$ cat src/nfc_pkg.sv
// Shared constants for the NFC front end mode and control block
package nfc_pkg;
	// ************************************************************
	// Register addresses (6-bit SPI address space)
	// ************************************************************
	localparam logic [5:0] ADDR_IO_CFG1   = 6'h00;
	localparam logic [5:0] ADDR_IO_CFG2   = 6'h01;
	localparam logic [5:0] ADDR_OP_CTRL   = 6'h02;
	localparam logic [5:0] ADDR_AUX_DEF   = 6'h03;
	localparam logic [5:0] ADDR_NORM_LVL  = 6'h04;
	localparam logic [5:0] ADDR_AM_LVL    = 6'h05;
	localparam logic [5:0] ADDR_AM_TARGET = 6'h06;
	localparam logic [5:0] ADDR_MASK_TMR  = 6'h07;
	localparam logic [5:0] ADDR_WAKE_TMR  = 6'h08;
	localparam logic [5:0] ADDR_WAKE_REF  = 6'h09;
	localparam logic [5:0] ADDR_IRQ_STAT  = 6'h0a;
	localparam logic [5:0] ADDR_STATE     = 6'h0b;
	// ************************************************************
	// Field positions
	// ************************************************************
	localparam int OP_EN_BIT       = 7;
	localparam int OP_RX_EN_BIT    = 6;
	localparam int OP_RX_CHN_BIT   = 5;
	localparam int OP_RX_MAN_BIT   = 4;
	localparam int OP_TX_EN_BIT    = 3;
	localparam int OP_WU_BIT       = 2;
	localparam int CFG1_SINGLE_BIT = 7;
	localparam int CFG1_OUTSEL_BIT = 6;
	localparam int CFG2_SLOW_BIT   = 7;
	localparam int AUX_AM_BIT      = 5;
	localparam int AUX_FAST_BIT    = 4;
	localparam int AUX_MANSEL_BIT  = 0;
	localparam int IRQ_OSC_BIT     = 0;
	localparam int IRQ_WAKE_BIT    = 1;
	localparam int IRQ_CAL_BIT     = 2;
	// ************************************************************
	// Reset values and the wake-only control value
	// ************************************************************
	localparam logic [7:0] RST_ZERO     = 8'h00;
	localparam logic [7:0] RST_NORM_LVL = 8'hff;
	localparam logic [7:0] WAKE_ONLY    = 8'h04;
	// ************************************************************
	// SPI header modes and direct commands
	// ************************************************************
	localparam logic [1:0] MODE_WR  = 2'h0;
	localparam logic [1:0] MODE_RD  = 2'h1;
	localparam logic [1:0] MODE_CMD = 2'h3;
	localparam logic [5:0] CMD_RX_CLOSE  = 6'h10;
	localparam logic [5:0] CMD_RX_OPEN   = 6'h11;
	localparam logic [5:0] CMD_CAL_DEPTH = 6'h12;
	// ************************************************************
	// Timing
	// ************************************************************
	localparam int CLK_PERIOD_NS = 5;
	localparam int MASK_TICK_NS  = 1000;
	localparam logic [7:0] MASK_TICK_CYCLES = 8'(MASK_TICK_NS / CLK_PERIOD_NS);
endpackage : nfc_pkg

$ cat src/reg_if.sv
// Register access carrier between the SPI slave and the control core
`timescale 1ns/100ps
`default_nettype none
interface reg_if;
	logic       wr;
	logic       rd;
	logic       cmd;
	logic [5:0] addr;
	logic [7:0] wdata;
	logic [7:0] rdata;
	modport spi  (output wr, output rd, output cmd, output addr, output wdata, input rdata);
	modport core (input wr, input rd, input cmd, input addr, input wdata, output rdata);
endinterface : reg_if
`default_nettype wire

$ cat src/nfc_mode_ctrl.sv
// Mode, transmitter and receiver control core of the NFC reader front end
//
// Behaviour
// - Power-up clears operation control register; device sits in power-down.
// - SPI and register writes work in power-down mode.
// - Bit 7 of operation control enables oscillator and regulators: ready mode.
// - In ready mode, interrupt when oscillator reports stable.
// - Receiver and transmitter enables are independent bits.
// - Wake-up bit alone enters wake-up mode with RC oscillator and timer.
// - In wake-up mode, interrupt when measurement differs from stored reference.
// - Single-driver bit set drives only one antenna output.
// - Eight segment driver; normal-level register picks carrier segments, default all.
// - Output-select bit chooses the active driver in single mode.
// - Modulation-type bit selects AM or OOK.
// - OOK stops carrier drive; fast-decay bit tristates drivers instead.
// - AM modulation switches on fewer segments than normal level.
// - Calibration command adjusts AM level towards host target.
// - Receiver on whenever receiver enable bit is 1.
// - Channel-count bit picks one or both channels; mode bit auto or manual.
// - Both channels and automatic mode: framing logic picks the channel.
// - Receive gate controls RSSI/AGC; framing processes data only while high.
// - Receive gate goes high when mask timer expires.
// - Host controls receive gate via close and open commands.
// - Slow-ramp with transmitter off collapses driver supply, then ramps on enable.
`timescale 1ns/100ps
`default_nettype none
module nfc_mode_ctrl (
	input  wire logic       MCLK,
	input  wire logic       RST_B,
	input  wire logic       CE,
	input  wire logic       SS_B,
	input  wire logic       SCLK,
	input  wire logic       MOSI,
	output logic            MISO,
	output logic            MISO_OE_B,
	output logic            IRQ,
	output logic            OSC_EN,
	output logic            REG_EN,
	input  wire logic       OSC_STABLE,
	output logic            RC_OSC_EN,
	input  wire logic       RC_TICK,
	output logic            MEAS_START,
	input  wire logic       MEAS_DONE,
	input  wire logic [7:0] MEAS_VALUE,
	output logic            RX_ENABLE,
	output logic            AM_CH_EN,
	output logic            PM_CH_EN,
	input  wire logic       AUTO_PICK_PM,
	output logic            DEMOD_SEL_PM,
	output logic            RX_GATE,
	output logic            FRAME_EN,
	input  wire logic       TX_END,
	input  wire logic       MOD,
	output logic            CAL_MEAS_REQ,
	input  wire logic       CAL_AMP_VALID,
	input  wire logic [7:0] CAL_AMP,
	output logic [7:0]      DRV_A_SEG,
	output logic            DRV_A_OE_B,
	output logic [7:0]      DRV_B_SEG,
	output logic            DRV_B_OE_B,
	output logic            SUPPLY_COLLAPSE,
	output logic            SUPPLY_SLOW_RAMP
);
	typedef enum logic [1:0] {CAL_IDLE, CAL_TRY, CAL_WAIT} cal_state_t;

	typedef struct packed {
		logic [7:0] io_cfg1;
		logic [7:0] io_cfg2;
		logic [7:0] op_ctrl;
		logic [7:0] aux;
		logic [7:0] norm_lvl;
		logic [7:0] am_lvl;
		logic [7:0] am_target;
		logic [7:0] mask_tmr;
		logic [7:0] wake_tmr;
		logic [7:0] wake_ref;
		logic [2:0] irq_flags;
		logic [1:0] osc_s;
		logic       osc_prev;
		logic [2:0] done_s;
		logic [7:0] meas1;
		logic [7:0] meas2;
		logic       rx_gate;
		logic       mask_run;
		logic [7:0] mask_cnt;
		logic [7:0] mask_pre;
		cal_state_t cal;
		logic [2:0] cal_bit;
		logic       cal_req;
		logic [7:0] drv_a;
		logic [7:0] drv_b;
		logic       oe_a_b;
		logic       oe_b_b;
	} core_state_t;

	core_state_t s;
	core_state_t next_s;
	reg_if       bus ();
	logic        wake_mode;
	logic        meas_start;
	logic [7:0]  tx_level;
	logic        tx_tri;

	// ************************************************************
	// Host interface and wake-up scheduler
	// ************************************************************
	spi_slave u_spi (
		.mclk      (MCLK),
		.rst_b     (RST_B),
		.ce        (CE),
		.ss_b      (SS_B),
		.sclk      (SCLK),
		.mosi      (MOSI),
		.miso      (MISO),
		.miso_oe_b (MISO_OE_B),
		.bus       (bus.spi)
	);

	// Wake-up mode only when the wake bit stands alone
	assign wake_mode = (s.op_ctrl == nfc_pkg::WAKE_ONLY);

	wake_timer u_wake (
		.mclk       (MCLK),
		.rst_b      (RST_B),
		.ce         (CE),
		.enable     (wake_mode),
		.period     (s.wake_tmr),
		.rc_tick    (RC_TICK),
		.meas_start (meas_start)
	);

	// ************************************************************
	// Register read mux
	// ************************************************************
	// Unmapped addresses read as zero
	always_comb
	begin
		unique case (bus.addr)
			nfc_pkg::ADDR_IO_CFG1:   bus.rdata = s.io_cfg1;
			nfc_pkg::ADDR_IO_CFG2:   bus.rdata = s.io_cfg2;
			nfc_pkg::ADDR_OP_CTRL:   bus.rdata = s.op_ctrl;
			nfc_pkg::ADDR_AUX_DEF:   bus.rdata = s.aux;
			nfc_pkg::ADDR_NORM_LVL:  bus.rdata = s.norm_lvl;
			nfc_pkg::ADDR_AM_LVL:    bus.rdata = s.am_lvl;
			nfc_pkg::ADDR_AM_TARGET: bus.rdata = s.am_target;
			nfc_pkg::ADDR_MASK_TMR:  bus.rdata = s.mask_tmr;
			nfc_pkg::ADDR_WAKE_TMR:  bus.rdata = s.wake_tmr;
			nfc_pkg::ADDR_WAKE_REF:  bus.rdata = s.wake_ref;
			nfc_pkg::ADDR_IRQ_STAT:  bus.rdata = {5'h00, s.irq_flags};
			nfc_pkg::ADDR_STATE:     bus.rdata = {3'h0, s.cal != CAL_IDLE, s.mask_run, s.rx_gate,
			                                      wake_mode, s.osc_s[1]};
			default:                 bus.rdata = 8'h00;
		endcase
	end

	// ************************************************************
	// Transmitter level selection
	// ************************************************************
	// Modulated level: AM uses the reduced set, OOK drops all segments
	assign tx_tri   = ~s.op_ctrl[nfc_pkg::OP_TX_EN_BIT]
	                  | (MOD & ~s.aux[nfc_pkg::AUX_AM_BIT] & s.aux[nfc_pkg::AUX_FAST_BIT]);
	assign tx_level = !s.op_ctrl[nfc_pkg::OP_TX_EN_BIT] ? 8'h00 : !MOD ? s.norm_lvl
	                  : s.aux[nfc_pkg::AUX_AM_BIT] ? s.am_lvl : 8'h00;

	// ************************************************************
	// Next state of the core
	// ************************************************************
	always_comb
	begin
		next_s         = s;
		next_s.cal_req = 1'b0;
		next_s.osc_s   = {s.osc_s[0], OSC_STABLE};
		next_s.osc_prev = s.osc_s[1];
		next_s.done_s  = {s.done_s[1:0], MEAS_DONE};
		next_s.meas1   = MEAS_VALUE;
		next_s.meas2   = s.meas1;

		// Register writes are honoured in every mode, power-down included
		if (bus.wr)
		begin
			unique case (bus.addr)
				nfc_pkg::ADDR_IO_CFG1:   next_s.io_cfg1   = bus.wdata;
				nfc_pkg::ADDR_IO_CFG2:   next_s.io_cfg2   = bus.wdata;
				nfc_pkg::ADDR_OP_CTRL:   next_s.op_ctrl   = bus.wdata;
				nfc_pkg::ADDR_AUX_DEF:   next_s.aux       = bus.wdata;
				nfc_pkg::ADDR_NORM_LVL:  next_s.norm_lvl  = bus.wdata;
				nfc_pkg::ADDR_AM_LVL:    next_s.am_lvl    = bus.wdata;
				nfc_pkg::ADDR_AM_TARGET: next_s.am_target = bus.wdata;
				nfc_pkg::ADDR_MASK_TMR:  next_s.mask_tmr  = bus.wdata;
				nfc_pkg::ADDR_WAKE_TMR:  next_s.wake_tmr  = bus.wdata;
				nfc_pkg::ADDR_WAKE_REF:  next_s.wake_ref  = bus.wdata;
				default:                 next_s.io_cfg1   = s.io_cfg1;
			endcase
		end

		// Status read clears the flags; a same-cycle event still wins
		if (bus.rd && bus.addr == nfc_pkg::ADDR_IRQ_STAT)
			next_s.irq_flags = 3'h0;
		if (s.op_ctrl[nfc_pkg::OP_EN_BIT] && s.osc_s[1] && !s.osc_prev)
			next_s.irq_flags[nfc_pkg::IRQ_OSC_BIT] = 1'b1;
		if (wake_mode && s.done_s[1] && !s.done_s[2] && s.meas2 != s.wake_ref)
			next_s.irq_flags[nfc_pkg::IRQ_WAKE_BIT] = 1'b1;

		// Mask timer: end of transmission closes the gate and starts counting
		if (TX_END)
		begin
			next_s.rx_gate  = 1'b0;
			next_s.mask_run = 1'b1;
			next_s.mask_cnt = s.mask_tmr;
			next_s.mask_pre = 8'h00;
		end
		else if (s.mask_run)
		begin
			if (s.mask_pre == nfc_pkg::MASK_TICK_CYCLES - 8'h01)
			begin
				next_s.mask_pre = 8'h00;
				if (s.mask_cnt == 8'h00)
				begin
					next_s.mask_run = 1'b0;
					next_s.rx_gate  = 1'b1;
				end
				else
					next_s.mask_cnt = s.mask_cnt - 8'h01;
			end
			else
				next_s.mask_pre = s.mask_pre + 8'h01;
		end

		// Direct commands override the timer in the decode cycle
		if (bus.cmd && (bus.addr == nfc_pkg::CMD_RX_CLOSE || bus.addr == nfc_pkg::CMD_RX_OPEN))
		begin
			next_s.rx_gate  = (bus.addr == nfc_pkg::CMD_RX_OPEN);
			next_s.mask_run = 1'b0;
		end

		// Successive approximation of the AM level, MSB first
		unique case (s.cal)
			CAL_IDLE:
				if (bus.cmd && bus.addr == nfc_pkg::CMD_CAL_DEPTH)
				begin
					next_s.am_lvl  = 8'h00;
					next_s.cal_bit = 3'h7;
					next_s.cal     = CAL_TRY;
				end
			CAL_TRY:
			begin
				next_s.am_lvl[s.cal_bit] = 1'b1;
				next_s.cal_req = 1'b1;
				next_s.cal     = CAL_WAIT;
			end
			CAL_WAIT:
				if (CAL_AMP_VALID)
				begin
					if (CAL_AMP > s.am_target)
						next_s.am_lvl[s.cal_bit] = 1'b0;
					if (s.cal_bit == 3'h0)
					begin
						next_s.cal = CAL_IDLE;
						next_s.irq_flags[nfc_pkg::IRQ_CAL_BIT] = 1'b1;
					end
					else
					begin
						next_s.cal_bit = s.cal_bit - 3'h1;
						next_s.cal     = CAL_TRY;
					end
				end
			default:
				next_s.cal = CAL_IDLE;
		endcase

		// Driver routing: single mode parks the unused side in tristate
		next_s.drv_a  = tx_level;
		next_s.oe_a_b = tx_tri;
		next_s.drv_b  = tx_level;
		next_s.oe_b_b = tx_tri;
		if (s.io_cfg1[nfc_pkg::CFG1_SINGLE_BIT])
		begin
			if (s.io_cfg1[nfc_pkg::CFG1_OUTSEL_BIT])
			begin
				next_s.drv_a  = 8'h00;
				next_s.oe_a_b = 1'b1;
			end
			else
			begin
				next_s.drv_b  = 8'h00;
				next_s.oe_b_b = 1'b1;
			end
		end
	end

	// ************************************************************
	// State register
	// ************************************************************
	// Power-on reset clears every control register except norm_lvl, which loads all ones
	always_ff @(posedge MCLK)
	begin
		if (!RST_B)
			s <= '{norm_lvl: nfc_pkg::RST_NORM_LVL, cal: CAL_IDLE, oe_a_b: 1'b1, oe_b_b: 1'b1,
			       default: '0};
		else if (CE)
			s <= next_s;
	end

	// ************************************************************
	// Outputs
	// ************************************************************
	// Mode outputs follow the control bits directly
	assign IRQ          = |s.irq_flags;
	assign OSC_EN       = s.op_ctrl[nfc_pkg::OP_EN_BIT];
	assign REG_EN       = s.op_ctrl[nfc_pkg::OP_EN_BIT];
	assign RC_OSC_EN    = wake_mode;
	assign MEAS_START   = meas_start;
	assign RX_ENABLE    = s.op_ctrl[nfc_pkg::OP_RX_EN_BIT];
	// Single channel runs AM unless manual select asks for PM
	assign AM_CH_EN     = RX_ENABLE & (s.op_ctrl[nfc_pkg::OP_RX_CHN_BIT] | ~s.aux[nfc_pkg::AUX_MANSEL_BIT]);
	assign PM_CH_EN     = RX_ENABLE & (s.op_ctrl[nfc_pkg::OP_RX_CHN_BIT] | s.aux[nfc_pkg::AUX_MANSEL_BIT]);
	assign DEMOD_SEL_PM = (s.op_ctrl[nfc_pkg::OP_RX_CHN_BIT] & ~s.op_ctrl[nfc_pkg::OP_RX_MAN_BIT])
	                      ? AUTO_PICK_PM : s.aux[nfc_pkg::AUX_MANSEL_BIT];
	assign RX_GATE      = s.rx_gate;
	assign FRAME_EN     = s.rx_gate & RX_ENABLE;
	assign CAL_MEAS_REQ = s.cal_req;
	assign DRV_A_SEG    = s.drv_a;
	assign DRV_A_OE_B   = s.oe_a_b;
	assign DRV_B_SEG    = s.drv_b;
	assign DRV_B_OE_B   = s.oe_b_b;
	// Supply collapses while waiting off, ramps slowly once enabled
	assign SUPPLY_COLLAPSE  = s.io_cfg2[nfc_pkg::CFG2_SLOW_BIT] & ~s.op_ctrl[nfc_pkg::OP_TX_EN_BIT];
	assign SUPPLY_SLOW_RAMP = s.io_cfg2[nfc_pkg::CFG2_SLOW_BIT] & s.op_ctrl[nfc_pkg::OP_TX_EN_BIT];
endmodule : nfc_mode_ctrl
`default_nettype wire

$ cat src/spi_slave.sv
// SPI mode 0 slave, oversampled by the core clock
`timescale 1ns/100ps
`default_nettype none
module spi_slave (
	input  wire logic mclk,
	input  wire logic rst_b,
	input  wire logic ce,
	input  wire logic ss_b,
	input  wire logic sclk,
	input  wire logic mosi,
	output logic      miso,
	output logic      miso_oe_b,
	reg_if.spi        bus
);
	typedef struct packed {
		logic [1:0] ss_s;
		logic [2:0] sck_s;
		logic [1:0] mosi_s;
		logic [3:0] cnt;
		logic [7:0] sh;
		logic [7:0] tx;
		logic [1:0] mode;
		logic [5:0] addr;
		logic       wr;
		logic       rd;
		logic       cmd;
	} spi_state_t;

	spi_state_t s;
	spi_state_t next_s;
	logic       rise;
	logic       fall;

	// ************************************************************
	// Frame decoding: header byte, then one data byte
	// ************************************************************
	// Edges come from the second and third flops, never the first
	assign rise = s.sck_s[1] & ~s.sck_s[2];
	assign fall = ~s.sck_s[1] & s.sck_s[2];

	// Next state of the shifter
	always_comb
	begin
		next_s        = s;
		next_s.wr     = 1'b0;
		next_s.rd     = 1'b0;
		next_s.cmd    = 1'b0;
		next_s.ss_s   = {s.ss_s[0], ss_b};
		next_s.sck_s  = {s.sck_s[1:0], sclk};
		next_s.mosi_s = {s.mosi_s[0], mosi};
		if (s.ss_s[1])
		begin
			next_s.cnt = 4'h0;
			next_s.tx  = 8'h00;
		end
		else if (rise)
		begin
			next_s.sh  = {s.sh[6:0], s.mosi_s[1]};
			next_s.cnt = s.cnt + 4'h1;
			if (s.cnt == 4'h7)
			begin
				next_s.mode = s.sh[6:5];
				next_s.addr = {s.sh[4:0], s.mosi_s[1]};
				next_s.cmd  = (s.sh[6:5] == nfc_pkg::MODE_CMD);
				next_s.rd   = (s.sh[6:5] == nfc_pkg::MODE_RD);
			end
			if (s.cnt == 4'hf && s.mode == nfc_pkg::MODE_WR)
				next_s.wr = 1'b1;
		end
		else if (fall && s.cnt != 4'h8)
			next_s.tx = {s.tx[6:0], 1'b0}; // First read bit must survive the header's last fall
		if (s.rd)
			next_s.tx = bus.rdata;
	end

	// State register, frozen while the clock enable is low
	always_ff @(posedge mclk)
	begin
		if (!rst_b)
			s <= '{ss_s: 2'h3, default: '0};
		else if (ce)
			s <= next_s;
	end

	assign miso      = s.tx[7];
	assign miso_oe_b = s.ss_s[1];
	assign bus.wr    = s.wr;
	assign bus.rd    = s.rd;
	assign bus.cmd   = s.cmd;
	assign bus.addr  = s.addr;
	assign bus.wdata = s.sh;
endmodule : spi_slave
`default_nettype wire

$ cat src/wake_timer.sv
// Wake-up scheduler counting low power RC oscillator ticks
`timescale 1ns/100ps
`default_nettype none
module wake_timer (
	input  wire logic       mclk,
	input  wire logic       rst_b,
	input  wire logic       ce,
	input  wire logic       enable,
	input  wire logic [7:0] period,
	input  wire logic       rc_tick,
	output logic            meas_start
);
	typedef struct packed {
		logic [2:0] tick_s;
		logic [7:0] cnt;
		logic       start;
	} wake_state_t;

	wake_state_t s;
	wake_state_t next_s;

	// Count tick edges; a period of zero behaves as one tick
	always_comb
	begin
		next_s        = s;
		next_s.start  = 1'b0;
		next_s.tick_s = {s.tick_s[1:0], rc_tick};
		if (!enable)
			next_s.cnt = 8'h00;
		else if (s.tick_s[1] & ~s.tick_s[2])
		begin
			if (s.cnt >= period)
			begin
				next_s.cnt   = 8'h00;
				next_s.start = 1'b1;
			end
			else
				next_s.cnt = s.cnt + 8'h01;
		end
	end

	// State register
	always_ff @(posedge mclk)
	begin
		if (!rst_b)
			s <= '0;
		else if (ce)
			s <= next_s;
	end

	assign meas_start = s.start;
endmodule : wake_timer
`default_nettype wire

$ cat config.mk
export PLATFORM = sky130hd
export DESIGN_NAME = nfc_mode_ctrl
export DESIGN_NICKNAME = d
export VERILOG_FILES = /design/src/nfc_pkg.sv /design/src/reg_if.sv /design/src/nfc_mode_ctrl.sv /design/src/spi_slave.sv /design/src/wake_timer.sv
export SDC_FILE = /design/constraint.sdc
export NUM_CORES = 1
export LEC_CHECK = 0
export ABC_AREA = 0
export BUFFER_PORTS_ARGS = -buffer_cell sky130_fd_sc_hd__buf_2
export CAP_MARGIN = 20
export CORE_UTILIZATION = 30
export DETAILED_ROUTE_END_ITERATION = 10
export GPL_ROUTABILITY_DRIVEN = 0
export PLACE_DENSITY = 0.45
export REMOVE_ABC_BUFFERS = 1
export SYNTH_ARGS = -nofsm -noshare
export SYNTH_HDL_FRONTEND = slang
export SYNTH_SLANG_ARGS = --single-unit
$ cat constraint.sdc
create_clock -name MCLK -period 2.8 [get_ports MCLK]
set_clock_uncertainty 0.15 [all_clocks]
set_input_delay 0.28 -clock MCLK [delete_from_list [all_inputs] [get_ports MCLK]]
set_output_delay 0.28 -clock MCLK [all_outputs]
set_load 0.02 [all_outputs]
==> flow_summary.yaml, run 1 <==
run_status:
  status: "completed"
synthesis:
  synth-main-ff-cell: "dfxtp_1"
  ys.warnings.count: 0
  synth_area_leaders: "dfxtp_1 40%, mux2i_1 11%, nor2_1 6.0%"
  synth_top_area_share: 0.4001
  synth.cell_area_um2: 9858
  synth_cell_types: 79
  netlist.top_cell.by_area: "dfxtp_1"
  syn_inst: 1132
  synth_edf_count: 0
  synthArstFlopShare: 0
  synth-seq-area-share: 0.4001
  avgSynthCellArea_um2: 8.709
  ys_seq_elements: 197
clock_network:
  root_buffer: "clkbuf_16"
  cts_resized: 0
  cts_tree: "done"
  hold_buffers: 14
  path_clk_slew_ns: 0.09
  clk_latency_ns: 0.45
  cts_setup_buffers: 0
  clockBufferDepth: 2
  cts_sinks: 197
  cts_buffers: 17
  h-tree-depth: 4
routing:
  drtIter0Drc: 640
  ant_nets: 0
  vias: 8350
  drc: 0
  wl_per_cell_um: 18.74
  viasPerCell: 5.120
  routed_wl_um: 30570
  drt_pass1_iterations: 5
power:
  p_leak_nw: 4.240
  power_density_nw_per_um2: 508.1
  finalPower_mw: 5.714
  peakVddDrop_mv: 0.4322
timing:
  finalHoldViolCount: 0
  worstMarginPinSlew_ns: 0.7503
  slew_viol_final: 0
  fin_crit_ns: 2.530
  rsz0062_at_grt: "false"
  post-route-period-util: 0.9037
  finalSetupViolations: 0
  setup_ws_ns: 0.2697
  fmax_mhz: 395.2
  relSlewSlack: 0.4991
worst_setup_path:
  rr_worst_depth: 5
  regToRegEndpoint: "s[120]$_SDFFE_PN0P_"
  r2r_slack_ns: 0.29
  worstPathRequired_ns: 2.37
  cp.arrival_ns: 2.10
  worst_setup_path_end_kind: "output pin"
  startpoint_type: "flip-flop"
  r2r-start: "u_spi.bus.addr[1]$_SDFFE_PN0P_"
  critPathMaxFanout: 7
  critical_path_class: "flip-flop to output pin"
hold_path:
  min-delay-start: "CAL_AMP_VALID"
  min_to: "s[23]$_SDFFE_PN0P_"
  hold_path_depth: 4
  hp-class: "primary input to flip-flop"
global_routing:
  grt_pass1_vias: 7900
  grt_usage: 0.1860
  grt_remaining_overflow: 0
  grt_antenna_before_repair: 0
  grt_max_degree: 64
  grt_pass1_wl_um: 47410
cells_and_area:
  fin_util: 0.3466
  layout_commonest_cell: "dfxtp_1"
  diodes: 0
  layout_common_cells: "197 x dfxtp_1, 157 x nor2_1, 121 x nand2_1, 106 x mux2i_1, 62 x buf_2"
  fin_nets: 1228
  drive_above_1_share: 0.1362
  area_growth_pct: 14.09
floorplanning:
  die_h_um: 183.3
  start_util: 0.3038
  dieWidth_um: 183.3
  std_cell_rows: 66
  die_area_um2: 33590
  ios: 63
  core_um2: 32450
placed_design:
  io_buffers: 62
  place_worst_setup_slack_ns: 0.2996
  hpwl_um: 21800
flow_run:
  drv_cap: 0
registers in the layout (all words and copies together) (netlist names), 2 cells and up:
name             flops
u_wake.s             9
u_spi.bus.wdata      8
u_spi.next_s         4
u_spi.bus.addr       6
DRV_B_SEG            8
u_spi.s             15
next_s              12
u_wake.next_s        2
s                  113
DRV_A_SEG            8
report_power, final:
part	leakage (nW)	total (mW)	switching, mW	internal (mW)
combinational	2.36	0.348	0.207	0.141
sequential	1.59	2.88	0.0448	2.84
clock	0.283	2.48	1.28	1.20
total	4.24	5.71	1.54	4.18
cell families (layout without fill, tap and decap cells):
group	Yosys count	in the layout	synth area share
simple gates	442	442	0.2203
compound gates	220	220	0.1571
flops	197	197	0.4001
buf+inv	122	179	0.06448
mux	108	108	0.1111
fa+ha+maj	23	23	0.02919
xor+xnor	20	20	0.01777
routing by layer:
metal,vias up,wire (um),track usage
met2,199,13780,0.2908
li1,4112,-,-
met1,4002,14840,0.2566
met4,0,697,0.06500
met3,37,1256,0.03197
met5,-,0,0
synth_stat cells (11+ instances only):
master / n
a32o_1: 11
a211oi_1: 14
nand4_1: 16
xnor2_1: 12
buf_2: 17
clkbuf_1: 35
mux2i_1: 106
ha_1: 23
a22oi_1: 31
and2_1: 12
dfxtp_1: 197
o21ai_0: 20
a21boi_0: 14
nand3_1: 39
nor2_1: 157
inv_1: 28
nand2b_1: 12
a21oi_1: 56
nand2_1: 121
buf_4: 25
o211ai_1: 21
area by class of cell:
class                           count  area (um2)
Clock inverter                     15       152.6
Multi-Input combinational cell    813        5279
Timing Repair Buffer              119       785.8
Fill cell                        3438       21210
Clock buffer                       17       425.4
Sequential cell                   197        3944
Tap cell                          442       553.0
Inverter                           28       107.6
worst max-delay path: stages (launching register included):
cell and delay (ns):
dfxtp_1 0.38, nor4_1 0.58, and2_1 0.45, buf_2 0.25
how the worst max path moves through the flow:
stage	slack [ns]	depth (start not counted)	startpoint	end
global placement	0.32	5	u_spi.bus.addr[1]$_SDFFE_PN0P_	s[120]$_SDFFE_PN0P_
finish	0.27	3	RX_ENABLE$_SDFFE_PN0P_	RC_OSC_EN
CTS	0.24	3	s[128]$_SDFFE_PN0P_	RC_OSC_EN
detailed placement	0.30	5	u_spi.bus.addr[1]$_SDFFE_PN0P_	s[120]$_SDFFE_PN0P_
global route	0.09	3	s[128]$_SDFFE_PN0P_	RC_OSC_EN
floorplan	-0.66	5	RST_B	s[106]$_SDFFE_PN0P_
per-stage QoR:
step | hold WS [ns] | setup TNS [ns] | std cells | area [um2]
after global placement | 0.2998 | 0 | 1584 | 10520
after floorplan | 0.1919 | -46.49 | 1038 | 9328
after detailed placement | 0.3029 | 0 | 1585 | 10530
final | 0.08509 | 0 | 1631 | 11250
after global routing | 0.09394 | 0 | 1631 | 11250
after CTS | 0.07036 | 0 | 1631 | 11250
Note: power is estimated with default switching activity, not from simulation.
==> run 2: changes to the inputs <==
Settings changed: ABC_AREA 0 to 1.
==> run 2 against run 1 <==
Clock power up 2%. Critical path depth up 6. Fmax up 12%. Critical path type is now flip-flop to flip-flop. Sequential share of layout area down 0.21 points. Final area up 0.60%. Non-clock buffer count down 22. Register-to-register slack better by 0.25 ns. Area after synthesis up 1.0%. Count of clock-buffer cells in the layout unchanged.
==> flow_summary.yaml, run 2 <==
routing:
  drc: 0
  drtIter0Drc: 721
  drt_pass1_iterations: 5
  viasPerCell: 4.844
  vias: 9295
  wl_per_cell_um: 16.72
  routed_wl_um: 32100
  ant_nets: 0
clock_network:
  path_clk_slew_ns: 0.09
  cts_sinks: 197
  clk_latency_ns: 0.45
  clockBufferDepth: 2
  cts_tree: "done"
  h-tree-depth: 4
  cts_resized: 0
  root_buffer: "clkbuf_16"
  cts_buffers: 17
worst_setup_path:
  critPathSlowestCell: "nor2_4"
  worstPathRequired_ns: 3.01
  slowest_delay_ns: 0.56
  startpoint_type: "flip-flop"
  crit_path_cell_trace: "nand2_2 -> nor2_4 -> nand3_4 -> nand2_1 -> nand2_1 -> a21oi_1 -> nand3_1 -> nand2_1 -> inv_1"
  cp.arrival_ns: 2.47
  critPathMaxFanout: 21
  critical_path_class: "flip-flop to flip-flop"
  worst_setup_path_end_kind: "flip-flop"
  crit_top_cell: "nand2_1"
floorplanning:
  start_util: 0.3053
  std_cell_rows: 66
  die_area_um2: 33920
  core_um2: 32620
  ios: 63
  dieWidth_um: 184.2
  die_h_um: 184.2
synthesis:
  synth_cell_types: 46
  synth.cell_area_um2: 9957
  synth-seq-area-share: 0.3961
  synthArstFlopShare: 0
  ys.warnings.count: 0
  post-synth-top-count-cell: "nand2_1"
  syn_inst: 1426
  synth-main-ff-cell: "dfxtp_1"
  avgSynthCellArea_um2: 6.983
  synth_top_area_share: 0.3961
  synth_commonest_cells: "313 x nand2_1, 197 x dfxtp_1, 178 x a21oi_1"
  synth_area_leaders: "dfxtp_1 40%, nand2_1 12%, a21oi_1 8.9%"
  synth_edf_count: 0
  ys_seq_elements: 197
  netlist.top_cell.by_area: "dfxtp_1"
timing:
  worstMarginPinSlew_ns: 0.7477
  relSlewSlack: 0.4997
  setup_ws_ns: 0.5357
  slew_viol_final: 0
  fmax_mhz: 441.6
  finalSetupViolations: 0
  tns_ns: 0
  fin_crit_ns: 2.264
  finalHoldViolCount: 0
  post-route-period-util: 0.8087
  hold_ws_ns: 0.08629
  rsz0062_at_grt: "false"
cells_and_area:
  area_growth_pct: 13.63
  multi_input_area_um2: 5125
  drive_above_1_share: 0.1124
  ff_latch_area_um2: 3944
  layout_common_cells: "313 x nand2_1, 197 x dfxtp_1, 178 x a21oi_1, 148 x nor2_1, 125 x o21ai_0"
  fin_nets: 1516
  diodes: 0
  fillers: 3560
  layout_commonest_cell: "nand2_1"
  largest-register: "s"
  largest_reg_flops: 113
  fin_util: 0.3469
flow_run:
  drv_cap: 0
global_routing:
  met1_usage: 0.2764
  grt_remaining_overflow: 0
  met2_usage: 0.3114
  grt_max_degree: 81
  use_met3: 0.02905
  grt_antenna_before_repair: 0
  grt_pass1_wl_um: 50460
  grt_pass1_vias: 8653
  top_usage_layer: "met2"
  grt_usage: 0.1965
power:
  peakVddDrop_mv: 0.4095
  power_density_nw_per_um2: 515.6
  p_leak_nw: 4.730
hold_path:
  hp-class: "primary input to flip-flop"
run_status:
  status: "completed"
placed_design:
  io_buffers: 62
  hpwl_um: 22550
  place_worst_setup_slack_ns: 0.5521
==> run 2: cells by family after synthesis <==
family | Yosys count | synth area share
xor+xnor | 17 | 0.01495
flops | 197 | 0.3961
simple gates | 648 | 0.2922
buf+inv | 201 | 0.08922
compound gates | 340 | 0.1787
fa+ha+maj | 23 | 0.02890
==> run 2: worst paths after layout <==
path | cells past startpoint | slack, ns | startpoint | endpoint
worst max-delay path | 9 | 0.54 | u_spi.bus.addr[0]$_SDFFE_PN0P_ | s[99]$_SDFFE_PN0P_
worst min-delay path | 2 | 0.09 | RST_B | u_spi.next_s[37]$_SDFFE_PN1P_
worst max register to register | 9 | 0.54 | u_spi.bus.addr[0]$_SDFFE_PN0P_ | s[99]$_SDFFE_PN0P_
worst min register to register | 2 | 0.32 | DRV_A_SEG[5]$_SDFFE_PN0P_ | DRV_A_SEG[5]$_SDFFE_PN0P_
==> run 2: layout make-up <==
cell class	instances	area share
Multi-Input combinational cell	1028	0.4529
Timing Repair Buffer	97	0.05618
Tap cell	442	0.04888
Clock buffer	17	0.03760
Clock inverter	15	0.01460
Inverter	123	0.04125
Sequential cell	197	0.3486
==> run 2: repair_timing <==
action,CTS,global route
buffers inserted,0,0
endpoints found under the hold margin,14,0
hold buffers,14,0
==> run 2: metrics by stage <==
step	cell area (um2)	std cells	total power, mW
final	11310	1919	5.834
after global routing	11310	1919	6.082
after CTS	11310	1919	5.910
after detailed placement	10580	1873	3.358
after global placement	10580	1873	3.357
after floorplan	9535	1348	3.189
==> run 2: power breakdown <==
group	internal (mW)	switching [mW]
clock network	1.28	1.25
logic	0.140	0.256
registers	2.86	0.0490
==> run 2: critical path: cells and delay by family (launching register included) <==
family / cells / cell delay (ns)
buffers and inverters: 1 / 0.04
DFF: 1 / 0.46
and+or+nand+nor: 7 / 1.41
AOI/OAI and AO/OA: 1 / 0.12
==> run 2: layer usage <==
metal | routed length (um) | vias up
met1 | 15920 | 4304
li1 | - | 4779
met5 | 0 | -
met2 | 14470 | 189
met3 | 1237 | 23
met4 | 465 | 0
==> run 3: changes to the inputs <==
Clock period 2.8 ns to 2.2 ns, I/O delays scaled along.
==> run 3 against run 2 <==
Total power is 26% higher. Critical path depth is 1 lower. Worst setup slack worse by 0.35 ns. First-iteration DRC count increased by 15%. Via count up 2.4%. Register-to-register slack worse by 0.35 ns. Global-route usage up 0.27 points. Worst hold slack lost 0.025 ns. Critical endpoint is now s[106]$_SDFFE_PN0P_.
==> flow_summary.yaml, run 3 (synthesis results as in run 2) <==
routing:
  wl_per_cell_um: 16.92
  vias: 9515
  drt_pass1_iterations: 5
  drtIter0Drc: 829
  ant_nets: 0
  viasPerCell: 4.897
  routed_wl_um: 32870
  drc: 0
timing:
  fmax_mhz: 495.4
  slew_viol_final: 0
  rsz0062_at_grt: "false"
  finalSetupViolations: 0
  finalHoldViolCount: 0
  worstMarginPinSlew_ns: 0.7803
  post-route-period-util: 0.9175
  fin_crit_ns: 2.019
  relSlewSlack: 0.4779
  tns_ns: 0
power:
  power_density_nw_per_um2: 639.2
  p_leak_nw: 4.859
  peakVddDrop_mv: 0.5460
cells_and_area:
  fin_nets: 1541
  fin_util: 0.3535
  largest_reg_flops: 113
  drive_above_1_share: 0.1286
  layout_common_cells: "312 x nand2_1, 196 x dfxtp_1, 178 x a21oi_1, 147 x nor2_1, 125 x o21ai_0"
  diodes: 0
  area_growth_pct: 15.82
  layout_commonest_cell: "nand2_1"
  largest-register: "s"
floorplanning:
  std_cell_rows: 66
  start_util: 0.3053
  die_area_um2: 33920
  ios: 63
  core_um2: 32620
  dieWidth_um: 184.2
  die_h_um: 184.2
placed_design:
  io_buffers: 62
  hpwl_um: 23430
worst_setup_path:
  crit_path_cell_trace: "nor2_2 -> nand2_1 -> o21ai_1 -> nand2_2 -> a21oi_1 -> nand3_1 -> nand2_1 -> inv_1"
  cp.arrival_ns: 2.23
  worstPathRequired_ns: 2.41
  startpoint_type: "flip-flop"
  critPathMaxFanout: 8
  critical_path_class: "flip-flop to flip-flop"
  crit_top_cell: "nand2_1"
  worst_setup_path_end_kind: "flip-flop"
  slowest_delay_ns: 0.39
  critPathSlowestCell: "dfxtp_1"
clock_network:
  cts_sinks: 197
  cts_tree: "done"
  path_clk_slew_ns: 0.08
  clk_latency_ns: 0.45
  root_buffer: "clkbuf_16"
  clockBufferDepth: 2
  h-tree-depth: 4
  cts_buffers: 17
global_routing:
  grt_pass1_vias: 8737
  grt_remaining_overflow: 0
  grt_pass1_wl_um: 51160
  grt_usage: 0.1991
  grt_max_degree: 52
  grt_antenna_before_repair: 0
flow_run:
  drv_cap: 0
run_status:
  status: "completed"
hold_path:
  hp-class: "primary input to flip-flop"
run 3: worst paths after layout:
path / cells after the start / to / slack (ns) / startpoint
setup / recovery: 8 / s[106]$_SDFFE_PN0P_ / 0.18 / u_spi.bus.addr[2]$_SDFFE_PN0P_
hold / removal: 4 / s[23]$_SDFFE_PN0P_ / 0.06 / CAL_AMP_VALID
setup reg to reg: 8 / s[106]$_SDFFE_PN0P_ / 0.18 / u_spi.bus.addr[2]$_SDFFE_PN0P_
hold reg to reg: 2 / u_spi.next_s[37]$_SDFFE_PN1P_ / 0.31 / u_spi.next_s[37]$_SDFFE_PN1P_
run 3: where the power goes:
group | switching, mW | leakage (nW) | internal, mW | total [mW]
combinational | 0.332 | 2.98 | 0.196 | 0.527
sequential | 0.0623 | 1.60 | 3.64 | 3.70
clock | 1.60 | 0.281 | 1.54 | 3.14
total | 2.00 | 4.86 | 5.37 | 7.37
run 3: final cells by class:
cell class / count / area (um2)
Multi-Input combinational cell: 1028 / 5130
Clock inverter: 13 / 137.6
Timing Repair Buffer: 122 / 860.8
Fill cell: 3510 / 21090
Tap cell: 442 / 553.0
Inverter: 123 / 466.7
Sequential cell: 197 / 3945
Clock buffer: 18 / 439.2
run 3: timing repair:
item | CTS | global route
buffers inserted | 0 | 1
setup endpoints to repair | 0 | 10
resized for setup | 0 | 3
hold buffers | 14 | 0
endpoints found under the hold margin | 14 | 0
run 3: routing by layer:
layer / track usage / up-vias / wire length (um)
met5: 0 / - / 0
met4: 0.05567 / 0 / 518
met3: 0.03003 / 25 / 1422
met2: 0.3120 / 226 / 14810
met1: 0.2815 / 4434 / 16120
li1: - / 4830 / -
run 3: stage by stage:
stage / setup slack, ns / hold WS (ns) / area [um2] / total power, mW / cells
final: 0.1815 / 0.06171 / 11530 / 7.372 / 1943
after global routing: 0.006746 / 0.06402 / 11530 / 7.689 / 1943
after CTS: 0.07714 / 0.05367 / 11520 / 7.468 / 1942
after detailed placement: 0.08153 / 0.2927 / 10800 / 4.295 / 1897
after global placement: 0.06449 / 0.2919 / 10800 / 4.291 / 1897
after floorplan: 0.3331 / 0.1390 / 9535 / 4.059 / 1348
run 3: critical path, delay by kind of cell (launching register included):
| kind | cells | cell delay, ns |
|---|---|---|
| DFF | 1 | 0.39 |
| AOI/OAI and AO/OA | 2 | 0.54 |
| and+or+nand+nor | 5 | 0.82 |
| buffers and inverters | 1 | 0.04 |
